--- config.mk ---
export PLATFORM = sky130hd
export DESIGN_NAME = servo_speed_command_select
export DESIGN_NICKNAME = d
export VERILOG_FILES = /design/src/speed_cmd_pkg.sv /design/src/analog_speed_scale.sv /design/src/speed_smoother.sv /design/src/servo_speed_command_select.sv
export VERILOG_INCLUDE_DIRS = /design/src
export SDC_FILE = /design/constraint.sdc
export NUM_CORES = 2
export LEC_CHECK = 0
export BUFFER_PORTS_ARGS = -buffer_cell sky130_fd_sc_hd__clkbuf_2
export CORE_MARGIN = 2
export CORE_UTILIZATION = 60
export DETAILED_ROUTE_END_ITERATION = 8
export GPL_TIMING_DRIVEN = 0
export PLACE_DENSITY = 0.84
export SYNTH_ARGS = -nofsm -noshare
export SYNTH_HDL_FRONTEND = slang
export SYNTH_SLANG_ARGS = --single-unit
--- constraint.sdc ---
create_clock -name clk_sys -period 30.8 [get_ports clk_sys]
set_input_delay 3.08 -clock clk_sys [delete_from_list [all_inputs] [get_ports clk_sys]]
set_output_delay 3.08 -clock clk_sys [all_outputs]
set_load 0.02 [all_outputs]
--- src/speed_cmd_consts.svh ---
// Constants for the speed command select block: offsets, reset values, limits and timing.
`ifndef SPEED_CMD_CONSTS_SVH
`define SPEED_CMD_CONSTS_SVH

`define ADDR_W                 16
`define OFS_POS_FF_GAIN        16'h012C
`define OFS_POS_P_GAIN         16'h0130
`define OFS_SPEED_REG_1        16'h0200
`define OFS_SPEED_REG_2        16'h0204
`define OFS_SPEED_REG_3        16'h0208
`define OFS_ANALOG_MAX_SPEED   16'h020C
`define OFS_MODE_CTRL          16'h0210
`define OFS_STATUS             16'h0214
`define OFS_SMOOTH_STEP        16'h0218
`define RST_POS_FF_GAIN        16'h0032
`define RST_POS_P_GAIN         16'h007D
`define MAX_POS_FF_GAIN        16'h0064
`define MAX_POS_P_GAIN         16'h07FF
`define SPEED_LIMIT_POS        32'sh0000C350
`define SPEED_LIMIT_NEG        (-32'sh0000C350)
`define RST_ANALOG_MAX_SPEED   16'h7530
`define RST_SMOOTH_STEP        16'h0064
`define RST_SMOOTH_ENABLE      1'b1
`define MODE_AUTO_BIT          0
`define MODE_SMOOTH_BIT        1
`define STAT_SRC_LSB           0
`define STAT_SRC_MSB           1
`define STAT_NO_ANALOG_BIT     2
`define STAT_TORQUE_BIT        3
`define CLK_HZ                 25000000
`define SMOOTH_TICK_US         100
`define SMOOTH_TICK_CYC        ((`CLK_HZ / 1000000) * `SMOOTH_TICK_US)

`endif

--- src/speed_cmd_pkg.sv ---
// Types shared by the speed command select block.
package speed_cmd_pkg;
  typedef enum logic [1:0] {
    SRC_ANALOG,
    SRC_REG1,
    SRC_REG2,
    SRC_REG3
  } speed_src_t;

  typedef enum logic {
    GAIN_MANUAL,
    GAIN_AUTO
  } gain_mode_t;
endpackage

--- src/analog_speed_scale.sv ---
// Linear scaling of the signed analog command code to a speed in 0.1 r/min counts.
`timescale 1ns/10ps
module analog_speed_scale #(
  parameter int ADC_W = 16
) (
  input  wire logic                    clk_sys,
  input  wire logic                    rst_sync_n,
  input  wire logic signed [ADC_W-1:0] adc_code,
  input  wire logic        [15:0]      max_speed_rpm,
  output logic signed      [31:0]      speed_out
);
  typedef struct packed {
    logic signed [31:0] speed;
  } scale_state_t;

  scale_state_t st_r;
  scale_state_t st_nxt;
  logic signed [ADC_W+20:0] prod;

  // Full-scale code (plus or minus ten volts) maps to the maximum speed, in 0.1 r/min units.
  always_comb begin
    st_nxt = st_r;
    prod = (ADC_W+21)'(adc_code * $signed({1'b0, max_speed_rpm}) * 10);
    st_nxt.speed = 32'(prod >>> (ADC_W-1));
  end

  always_ff @(posedge clk_sys or negedge rst_sync_n) begin
    if (!rst_sync_n) begin
      st_r <= '0;
    end else begin
      st_r <= st_nxt;
    end
  end

  assign speed_out = st_r.speed;
endmodule

--- src/speed_smoother.sv ---
// Ramp limiter that eases steps between internal speed commands.
`timescale 1ns/10ps
`include "speed_cmd_consts.svh"
module speed_smoother (
  input  wire logic               clk_sys,
  input  wire logic               rst_sync_n,
  input  wire logic               bypass,
  input  wire logic signed [31:0] target,
  input  wire logic        [15:0] step,
  output logic signed      [31:0] speed_out
);
  typedef struct packed {
    logic signed [31:0] speed;
    logic        [15:0] tick_cnt;
    logic signed [31:0] last_target;
  } smooth_state_t;

  smooth_state_t st_r;
  smooth_state_t st_nxt;
  logic          tick;
  logic signed [31:0] diff;
  logic signed [31:0] stp;
  logic               retarget;
  logic               step_now;

  assign tick = (st_r.tick_cnt == 16'(`SMOOTH_TICK_CYC - 1));
  // A new target restarts the divider and steps at once, so a fresh selection never waits out a tick.
  assign retarget = (target != st_r.last_target);
  assign step_now = tick || retarget;

  // A ramp rather than a true three-phase profile keeps area small while still removing the jump.
  always_comb begin
    st_nxt = st_r;
    diff = target - st_r.speed;
    stp = $signed({16'h0000, step});
    st_nxt.last_target = target;
    st_nxt.tick_cnt = step_now ? 16'h0000 : st_r.tick_cnt + 16'h0001;
    if (bypass) begin
      st_nxt.speed = target;
    end else if (step_now) begin
      if (diff > stp) begin
        st_nxt.speed = st_r.speed + stp;
      end else if (diff < -stp) begin
        st_nxt.speed = st_r.speed - stp;
      end else begin
        st_nxt.speed = target;
      end
    end
  end

  always_ff @(posedge clk_sys or negedge rst_sync_n) begin
    if (!rst_sync_n) begin
      st_r <= '0;
    end else begin
      st_r <= st_nxt;
    end
  end

  assign speed_out = st_r.speed;
endmodule

--- src/servo_speed_command_select.sv ---
// Speed command source selection, internal speed registers and position loop gain parameters.
//
// Summary of operation
// - Speed mode with analog, both selects 0: command comes from analog voltage.
// - No-analog speed mode, both selects 0: command is forced to zero.
// - Any select nonzero: an internal speed register drives the command.
// - Select 01, 10, 11 choose registers one, two, three respectively.
// - A new select reaches active_source two clocks later via the two-flop synchroniser; speed_command three clocks later for analog, four for registers.
// - Internal speed registers hold signed -50000..50000 in 0.1 r/min units.
// - Select line open reads 0, closed reads 1.
// - In torque mode the selected command becomes the speed limit.
// - Host may rewrite speed registers; register switches are smoothed.
// - Manual gain mode uses user gains only, no auto tuning.
// - Automatic gain mode estimates inertia, user gains are starting values.
// - Position proportional gain: 16 bits, 0..2047, resets to 125.
// - Position feed-forward gain: 16 bits, 0..100, resets to 50, at 012CH.
// - Analog voltage scaled to speed by a maximum-speed parameter.
`timescale 1ns/10ps
`include "speed_cmd_consts.svh"
module servo_speed_command_select
  import speed_cmd_pkg::*;
#(
  parameter int ADC_W = 16
) (
  input  wire logic                    clk_sys,
  input  wire logic                    rst_n,
  input  wire logic                    speed_select_low,
  input  wire logic                    speed_select_high,
  input  wire logic                    speed_mode_no_analog,
  input  wire logic                    torque_mode,
  input  wire logic signed [ADC_W-1:0] analog_ref_code,
  input  wire logic                    reg_wr,
  input  wire logic                    reg_rd,
  input  wire logic [`ADDR_W-1:0]      reg_addr,
  input  wire logic [31:0]             reg_wdata,
  output logic [31:0]                  reg_rdata,
  output logic signed [31:0]           speed_command,
  output logic signed [31:0]           speed_limit,
  output logic                         speed_limit_valid,
  output logic [15:0]                  position_proportional_gain,
  output logic [15:0]                  position_feedforward_gain,
  output logic                         auto_tuning_enable,
  output logic [1:0]                   active_source
);
  typedef struct packed {
    logic [1:0]         sel_meta;
    logic [1:0]         sel_sync;
    logic signed [31:0] internal_speed_reg_1;
    logic signed [31:0] internal_speed_reg_2;
    logic signed [31:0] internal_speed_reg_3;
    logic [15:0]        analog_max_speed_scale;
    logic [15:0]        smooth_step;
    logic [15:0]        pos_gain_param;
    logic [15:0]        pos_ff_param;
    gain_mode_t         gain_tuning_mode_param;
    logic               smooth_enable;
    logic [31:0]        rdata;
    // Command outputs are registered so downstream loops never see a glitch from the mode inputs.
    logic signed [31:0] speed_cmd;
    logic signed [31:0] speed_lim;
    logic               lim_valid;
  } top_state_t;

  top_state_t st_r;
  top_state_t st_nxt;
  logic       rst_sync_n;
  speed_src_t src;
  logic signed [31:0] analog_speed;
  logic signed [31:0] reg_target;
  logic signed [31:0] smoothed_speed;
  logic signed [31:0] cmd_sel;
  logic               smooth_bypass;
  logic signed [31:0] wval;
  logic [31:0]        mode_word;
  logic [31:0]        status_word;

  // Reset synchroniser lives in its own flop pair so release is clean for all other state.
  logic [1:0] rst_pipe_r;
  always_ff @(posedge clk_sys or negedge rst_n) begin
    if (!rst_n) begin
      rst_pipe_r <= 2'h0;
    end else begin
      rst_pipe_r <= {rst_pipe_r[0], 1'b1};
    end
  end
  assign rst_sync_n = rst_pipe_r[1];

  function automatic logic signed [31:0] clamp_speed(input logic signed [31:0] v);
    if (v > `SPEED_LIMIT_POS) begin
      clamp_speed = `SPEED_LIMIT_POS;
    end else if (v < `SPEED_LIMIT_NEG) begin
      clamp_speed = `SPEED_LIMIT_NEG;
    end else begin
      clamp_speed = v;
    end
  endfunction

  // Select code: high line first, low line second; a closed contact reads 1.
  always_comb begin
    case (st_r.sel_sync)
      2'h1:    src = SRC_REG1;
      2'h2:    src = SRC_REG2;
      2'h3:    src = SRC_REG3;
      default: src = SRC_ANALOG;
    endcase
  end

  always_comb begin
    case (src)
      SRC_REG1: reg_target = st_r.internal_speed_reg_1;
      SRC_REG2: reg_target = st_r.internal_speed_reg_2;
      SRC_REG3: reg_target = st_r.internal_speed_reg_3;
      default:  reg_target = 32'sh00000000;
    endcase
  end

  // Smoothing only applies to register sources; analog commands follow directly.
  assign smooth_bypass = (src == SRC_ANALOG) || !st_r.smooth_enable;

  always_comb begin
    if (src != SRC_ANALOG) begin
      cmd_sel = smoothed_speed;
    end else if (speed_mode_no_analog) begin
      cmd_sel = 32'sh00000000;
    end else begin
      cmd_sel = analog_speed;
    end
  end

  assign wval = $signed(reg_wdata);

  // Read-back words are built field by field so the bit map lives in the constants header only.
  always_comb begin
    mode_word                                = 32'h00000000;
    mode_word[`MODE_AUTO_BIT]                = (st_r.gain_tuning_mode_param == GAIN_AUTO);
    mode_word[`MODE_SMOOTH_BIT]              = st_r.smooth_enable;
    status_word                              = 32'h00000000;
    status_word[`STAT_SRC_MSB:`STAT_SRC_LSB] = src;
    status_word[`STAT_NO_ANALOG_BIT]         = speed_mode_no_analog;
    status_word[`STAT_TORQUE_BIT]            = torque_mode;
  end

  always_comb begin
    st_nxt = st_r;
    st_nxt.sel_meta = {speed_select_high, speed_select_low};
    st_nxt.sel_sync = st_r.sel_meta;
    st_nxt.speed_cmd = torque_mode ? 32'sh00000000 : cmd_sel;
    st_nxt.speed_lim = cmd_sel;
    st_nxt.lim_valid = torque_mode;
    if (reg_wr) begin
      case (reg_addr)
        `OFS_SPEED_REG_1:      st_nxt.internal_speed_reg_1 = clamp_speed(wval);
        `OFS_SPEED_REG_2:      st_nxt.internal_speed_reg_2 = clamp_speed(wval);
        `OFS_SPEED_REG_3:      st_nxt.internal_speed_reg_3 = clamp_speed(wval);
        `OFS_ANALOG_MAX_SPEED: st_nxt.analog_max_speed_scale = reg_wdata[15:0];
        `OFS_SMOOTH_STEP:      st_nxt.smooth_step = reg_wdata[15:0];
        `OFS_POS_P_GAIN: begin
          if (reg_wdata[15:0] <= `MAX_POS_P_GAIN) begin
            st_nxt.pos_gain_param = reg_wdata[15:0];
          end
        end
        `OFS_POS_FF_GAIN: begin
          if (reg_wdata[15:0] <= `MAX_POS_FF_GAIN) begin
            st_nxt.pos_ff_param = reg_wdata[15:0];
          end
        end
        `OFS_MODE_CTRL: begin
          st_nxt.gain_tuning_mode_param = gain_mode_t'(reg_wdata[`MODE_AUTO_BIT]);
          st_nxt.smooth_enable = reg_wdata[`MODE_SMOOTH_BIT];
        end
        default: ;
      endcase
    end
    if (reg_rd) begin
      case (reg_addr)
        `OFS_SPEED_REG_1:      st_nxt.rdata = st_r.internal_speed_reg_1;
        `OFS_SPEED_REG_2:      st_nxt.rdata = st_r.internal_speed_reg_2;
        `OFS_SPEED_REG_3:      st_nxt.rdata = st_r.internal_speed_reg_3;
        `OFS_ANALOG_MAX_SPEED: st_nxt.rdata = {16'h0000, st_r.analog_max_speed_scale};
        `OFS_SMOOTH_STEP:      st_nxt.rdata = {16'h0000, st_r.smooth_step};
        `OFS_POS_P_GAIN:       st_nxt.rdata = {16'h0000, st_r.pos_gain_param};
        `OFS_POS_FF_GAIN:      st_nxt.rdata = {16'h0000, st_r.pos_ff_param};
        `OFS_MODE_CTRL:        st_nxt.rdata = mode_word;
        `OFS_STATUS:           st_nxt.rdata = status_word;
        default:               st_nxt.rdata = 32'h00000000;
      endcase
    end
  end

  always_ff @(posedge clk_sys or negedge rst_sync_n) begin
    if (!rst_sync_n) begin
      st_r.sel_meta               <= 2'h0;
      st_r.sel_sync               <= 2'h0;
      st_r.internal_speed_reg_1   <= 32'sh00000000;
      st_r.internal_speed_reg_2   <= 32'sh00000000;
      st_r.internal_speed_reg_3   <= 32'sh00000000;
      st_r.analog_max_speed_scale <= `RST_ANALOG_MAX_SPEED;
      st_r.smooth_step            <= `RST_SMOOTH_STEP;
      st_r.pos_gain_param         <= `RST_POS_P_GAIN;
      st_r.pos_ff_param           <= `RST_POS_FF_GAIN;
      st_r.gain_tuning_mode_param <= GAIN_MANUAL;
      st_r.smooth_enable          <= `RST_SMOOTH_ENABLE;
      st_r.rdata                  <= 32'h00000000;
      st_r.speed_cmd              <= 32'sh00000000;
      st_r.speed_lim              <= 32'sh00000000;
      st_r.lim_valid              <= 1'b0;
    end else begin
      st_r <= st_nxt;
    end
  end

  analog_speed_scale #(
    .ADC_W(ADC_W)
  ) i_analog_speed_scale (
    .clk_sys      (clk_sys),
    .rst_sync_n   (rst_sync_n),
    .adc_code     (analog_ref_code),
    .max_speed_rpm(st_r.analog_max_speed_scale),
    .speed_out    (analog_speed)
  );

  speed_smoother i_speed_smoother (
    .clk_sys   (clk_sys),
    .rst_sync_n(rst_sync_n),
    .bypass    (smooth_bypass),
    .target    (reg_target),
    .step      (st_r.smooth_step),
    .speed_out (smoothed_speed)
  );

  assign reg_rdata                  = st_r.rdata;
  assign speed_command              = st_r.speed_cmd;
  assign speed_limit                = st_r.speed_lim;
  assign speed_limit_valid          = st_r.lim_valid;
  assign position_proportional_gain = st_r.pos_gain_param;
  assign position_feedforward_gain  = st_r.pos_ff_param;
  // Manual mode blocks every automatic tuning path; auto mode lets the estimator start from the user gains.
  assign auto_tuning_enable         = (st_r.gain_tuning_mode_param == GAIN_AUTO);
  assign active_source              = src;
endmodule

==> impl_metrics.yaml <==
status:
  status: "complete, no violations"
floorplanning:
  placeableCoreArea_um2: 54000
  die_x_um: 238
  rows: 85
  io_pins: 204
  start_util_pct: 60.8
  fp.dieH_um: 238
  die_area_um2: 56700
drt:
  viasPerCell: 6.33
  first_pass_iters: 7
  wl_um: 107000
  drc: 0
  drtAntennaViolNets: 0
  drt_iter0_drc: 2873
  dr_total_vias: 29194
  wire_per_inst_um: 23.2
setup_path:
  crit_top_cell: "fa_1"
  worst_setup_path_end_kind: "flop"
  start_kind: "primary input"
  reg2reg_depth: 29
  crit_type: "in2reg"
  critPathSlowestCell: "fa_1"
  critPathMaxFanout: 10
  critPathMaxStageDelay_ns: 0.62
  arrival_ns: 12.19
  worstPathRequired_ns: 31.25
power:
  comb_power_share_pct: 13.7
  powerDensity_nw_per_um2: 31.6
  internal-power_uw: 820
  p_clk_share_pct: 42.3
  power.switching_uw: 324
  p_leak_uw: 0.0183
  vdd_drop_max_uv: 44.7
  swShare_pct: 28.3
  p_seq_share_pct: 44.1
finish:
  nNetsFinal: 4449
  instances_no_fill: 4612
  area_delta_synth_final_pct: 10.1
  drive_above_1_share_pct: 14.1
cts:
  cts-buffers-inserted: 40
  insertion_delay_ns: 0.60
  ctsHoldBuffers: 0
  clk_pin_slew_ns: 0.06
  cts_resized: 0
  cts_max_level: 2
  cts_root_buf: "clkbuf_16"
  clkSinkCount: 367
  clock_path_buffers: 3
  cts_tree: "yes"
  cts_setup_buffers: 0
synthesis:
  synth_edf_count: 0
  synthArstFlopShare_pct: 100
  synth-seq-cells: 367
  yosysWarnings: 0
  syn_avg_cell_area_um2: 9.03
  seq_area_frac_synth_pct: 28.0
  synth_cells: 3637
  ys_types: 101
  synth_flop_cell: "dfrtp_1"
  synthesis.area_um2: 32900
  synthesis.nets: 4201
global_routing:
  grt_overflow: 0
  antenna_found_initial: 3
  grt_first_pass_wirelength_um: 163000
  grt_max_degree: 74
  grt_pass1_vias: 28949
  track_usage_pct: 37.5
timing:
  fin_skew_ns: 0.0427
  min_period_over_period_pct: 38.1
  rsz0062_at_grt: "no"
  slew_viol_final: 0
  worst_slew_pin_slew_ns: 1.14
  fmax_mhz: 85.2
  hold_viol: 0
  finalCriticalPeriod_ns: 11.74
  slew_headroom_pct: 23.4
  setup_viol: 0
  setup_tns_ns: 0
placement:
  dp.cells: 4539
  dp_hpwl_um: 82400
  gp_congestion: 1.03
  numPortBuffers: 201
job:
  maxCapViolCount: 0
worst_hold_path:
  hp-class: "reg2reg"
  holdPathStages: 0
## stage by stage
stage               area [um^2]  total power, uW  utilization, %  hold WS [ns]  setup WS, ns
floorplan                 32900              608               -         0.331         19.85
global placement          34700              659            64.3         0.333         15.83
detailed placement        34900              665            64.6         0.336         18.63
CTS                       36200             1140            67.0         0.350         19.17
global route              36200             1180            67.0         0.364         18.56
finish                    36200             1140            67.0         0.347         19.06
## cell type report
type	count	area [um^2]
timing repair buffer	206	1140
antenna	1	2.50
clock buffer	57	1150
inverter	388	1460
multi-input combinational	2595	20600
sequential	367	9210
fill	4394	17800
clock inverter	15	151
tap	696	871
buffer	287	1570
## Yosys cell counts, drive strengths merged (8+ instances only)
master,instances,area [um^2]
a211o,8,70.1
a211oi,18,140
a21boi,25,188
a21o,62,465
a21oi,176,888
a221oi,18,170
a222oi,18,180
a22o,25,219
a22oi,16,120
a31o,8,70.1
a31oi,16,100
and2,130,813
and3,21,131
buf,140,1020
clkbuf,147,552
dfrtp,347,8680
dfstp,20,526
fa,197,3940
ha,295,3690
inv,387,1450
mux2,84,946
mux2i,38,380
nand2,397,1500
nand2b,27,169
nand3,54,275
nand3b,24,180
nand4,30,188
nor2,171,642
nor2b,41,257
nor3,53,270
nor4,46,294
o211ai,37,278
o21a,19,143
o21ai,193,966
o21bai,14,105
o221a,8,90.1
o221ai,11,96.3
o22ai,46,288
o31ai,10,88.8
or2,14,87.6
or3,15,93.8
xnor2,78,691
xor2,59,517
## worst paths after layout
| path | slack (ns) | from | to |
|---|---|---|---|
| max | 19.06 | analog_ref_code[2] | i_analog_speed_scale.speed_out[20]$_DFF_PN0_ |
| max in group asynchronous | 28.42 | rst_n | rst_pipe_r[1]$_DFF_PN0_ |
| min reg2reg | 0.35 | st_nxt[260]$_DFF_PN0_ | st_r[260]$_DFF_PN0_ |
| min | 0.35 | st_nxt[260]$_DFF_PN0_ | st_r[260]$_DFF_PN0_ |
| min in group asynchronous | 0.46 | rst_pipe_r[1]$_DFF_PN0_ | speed_command[22]$_DFF_PN0_ |
| max reg2reg | 20.74 | st_r[260]$_DFF_PN0_ | i_speed_smoother.speed_out[22]$_DFFE_PN0P_ |
## sequential cells by signal, summed over array words and instances, names as in the netlist
name and count:
position_proportional_gain 16, i_speed_smoother.st_r 48, rst_pipe_r 2, i_analog_speed_scale.speed_out 22
speed_limit_valid 1, auto_tuning_enable 1, reg_rdata 32, speed_limit 32
speed_command 32, i_speed_smoother.speed_out 32, st_r 130, mode_word 1
position_feedforward_gain 16, st_nxt 2
## per-layer routing
metal	part of all wire, %	wire [um]	global-route usage (%)
met1	37	39200	45.9
met2	46	48900	59.8
met3	9.3	9960	7.45
met4	8.2	8720	26.5
met5	0.071	76	0.606
## placed cells by master, fill, tap and decap left out, types with 25 or more instances in the layout
cell       count
nand2_1      396
inv_1        386
dfrtp_1      346
ha_1         295
clkbuf_2     201
fa_1         197
o21ai_0      185
a21oi_1      174
nor2_1       171
clkbuf_1     157
and2_1       130
buf_4        128
mux2_2        84
xnor2_1       77
a21o_1        62
xor2_1        59
nand3_1       53
nor3_1        52
o22ai_1       46
nor4_1        44
nor2b_1       41
clkbuf_16     41
mux2i_1       38
o211ai_1      37
nand4_1       30
nand2b_1      27
a22o_1        25
a21boi_0      25
## cell families (layout without fill, tap and decap cells)
| logic type | count (synthesis) | in the layout | synth area share (%) |
|---|---|---|---|
| buffers and inverters | 675 | 953 | 9.22 |
| other | 1 | 2 | 0.0114 |
| muxes | 122 | 122 | 4.04 |
| AOI/OAI and AO/OA | 795 | 795 | 16.2 |
| adders and majority gates | 492 | 492 | 23.2 |
| DFF | 367 | 367 | 28.0 |
| xor gates and xnor gates | 137 | 137 | 3.67 |
| and+or+nand+nor | 1048 | 1048 | 15.6 |
## power by group through the flow
stage / registers (uW) / clock network (uW) / logic (uW)
after floorplan: 515 / 0 / 93.2
after global placement: 521 / 0 / 139
after detailed placement: 513 / 0 / 152
after CTS: 504 / 482 / 153
after global routing: 505 / 503 / 168
final: 504 / 483 / 156
## worst max-delay path, delay by kind of cell
family | cells | cell delay, ns
compound gates | 10 | 2.72
buf+inv | 6 | 1.09
xor+xnor | 2 | 0.48
simple gates | 4 | 0.65
fa+ha+maj | 9 | 4.17
(Power assumes the default switching activity.)
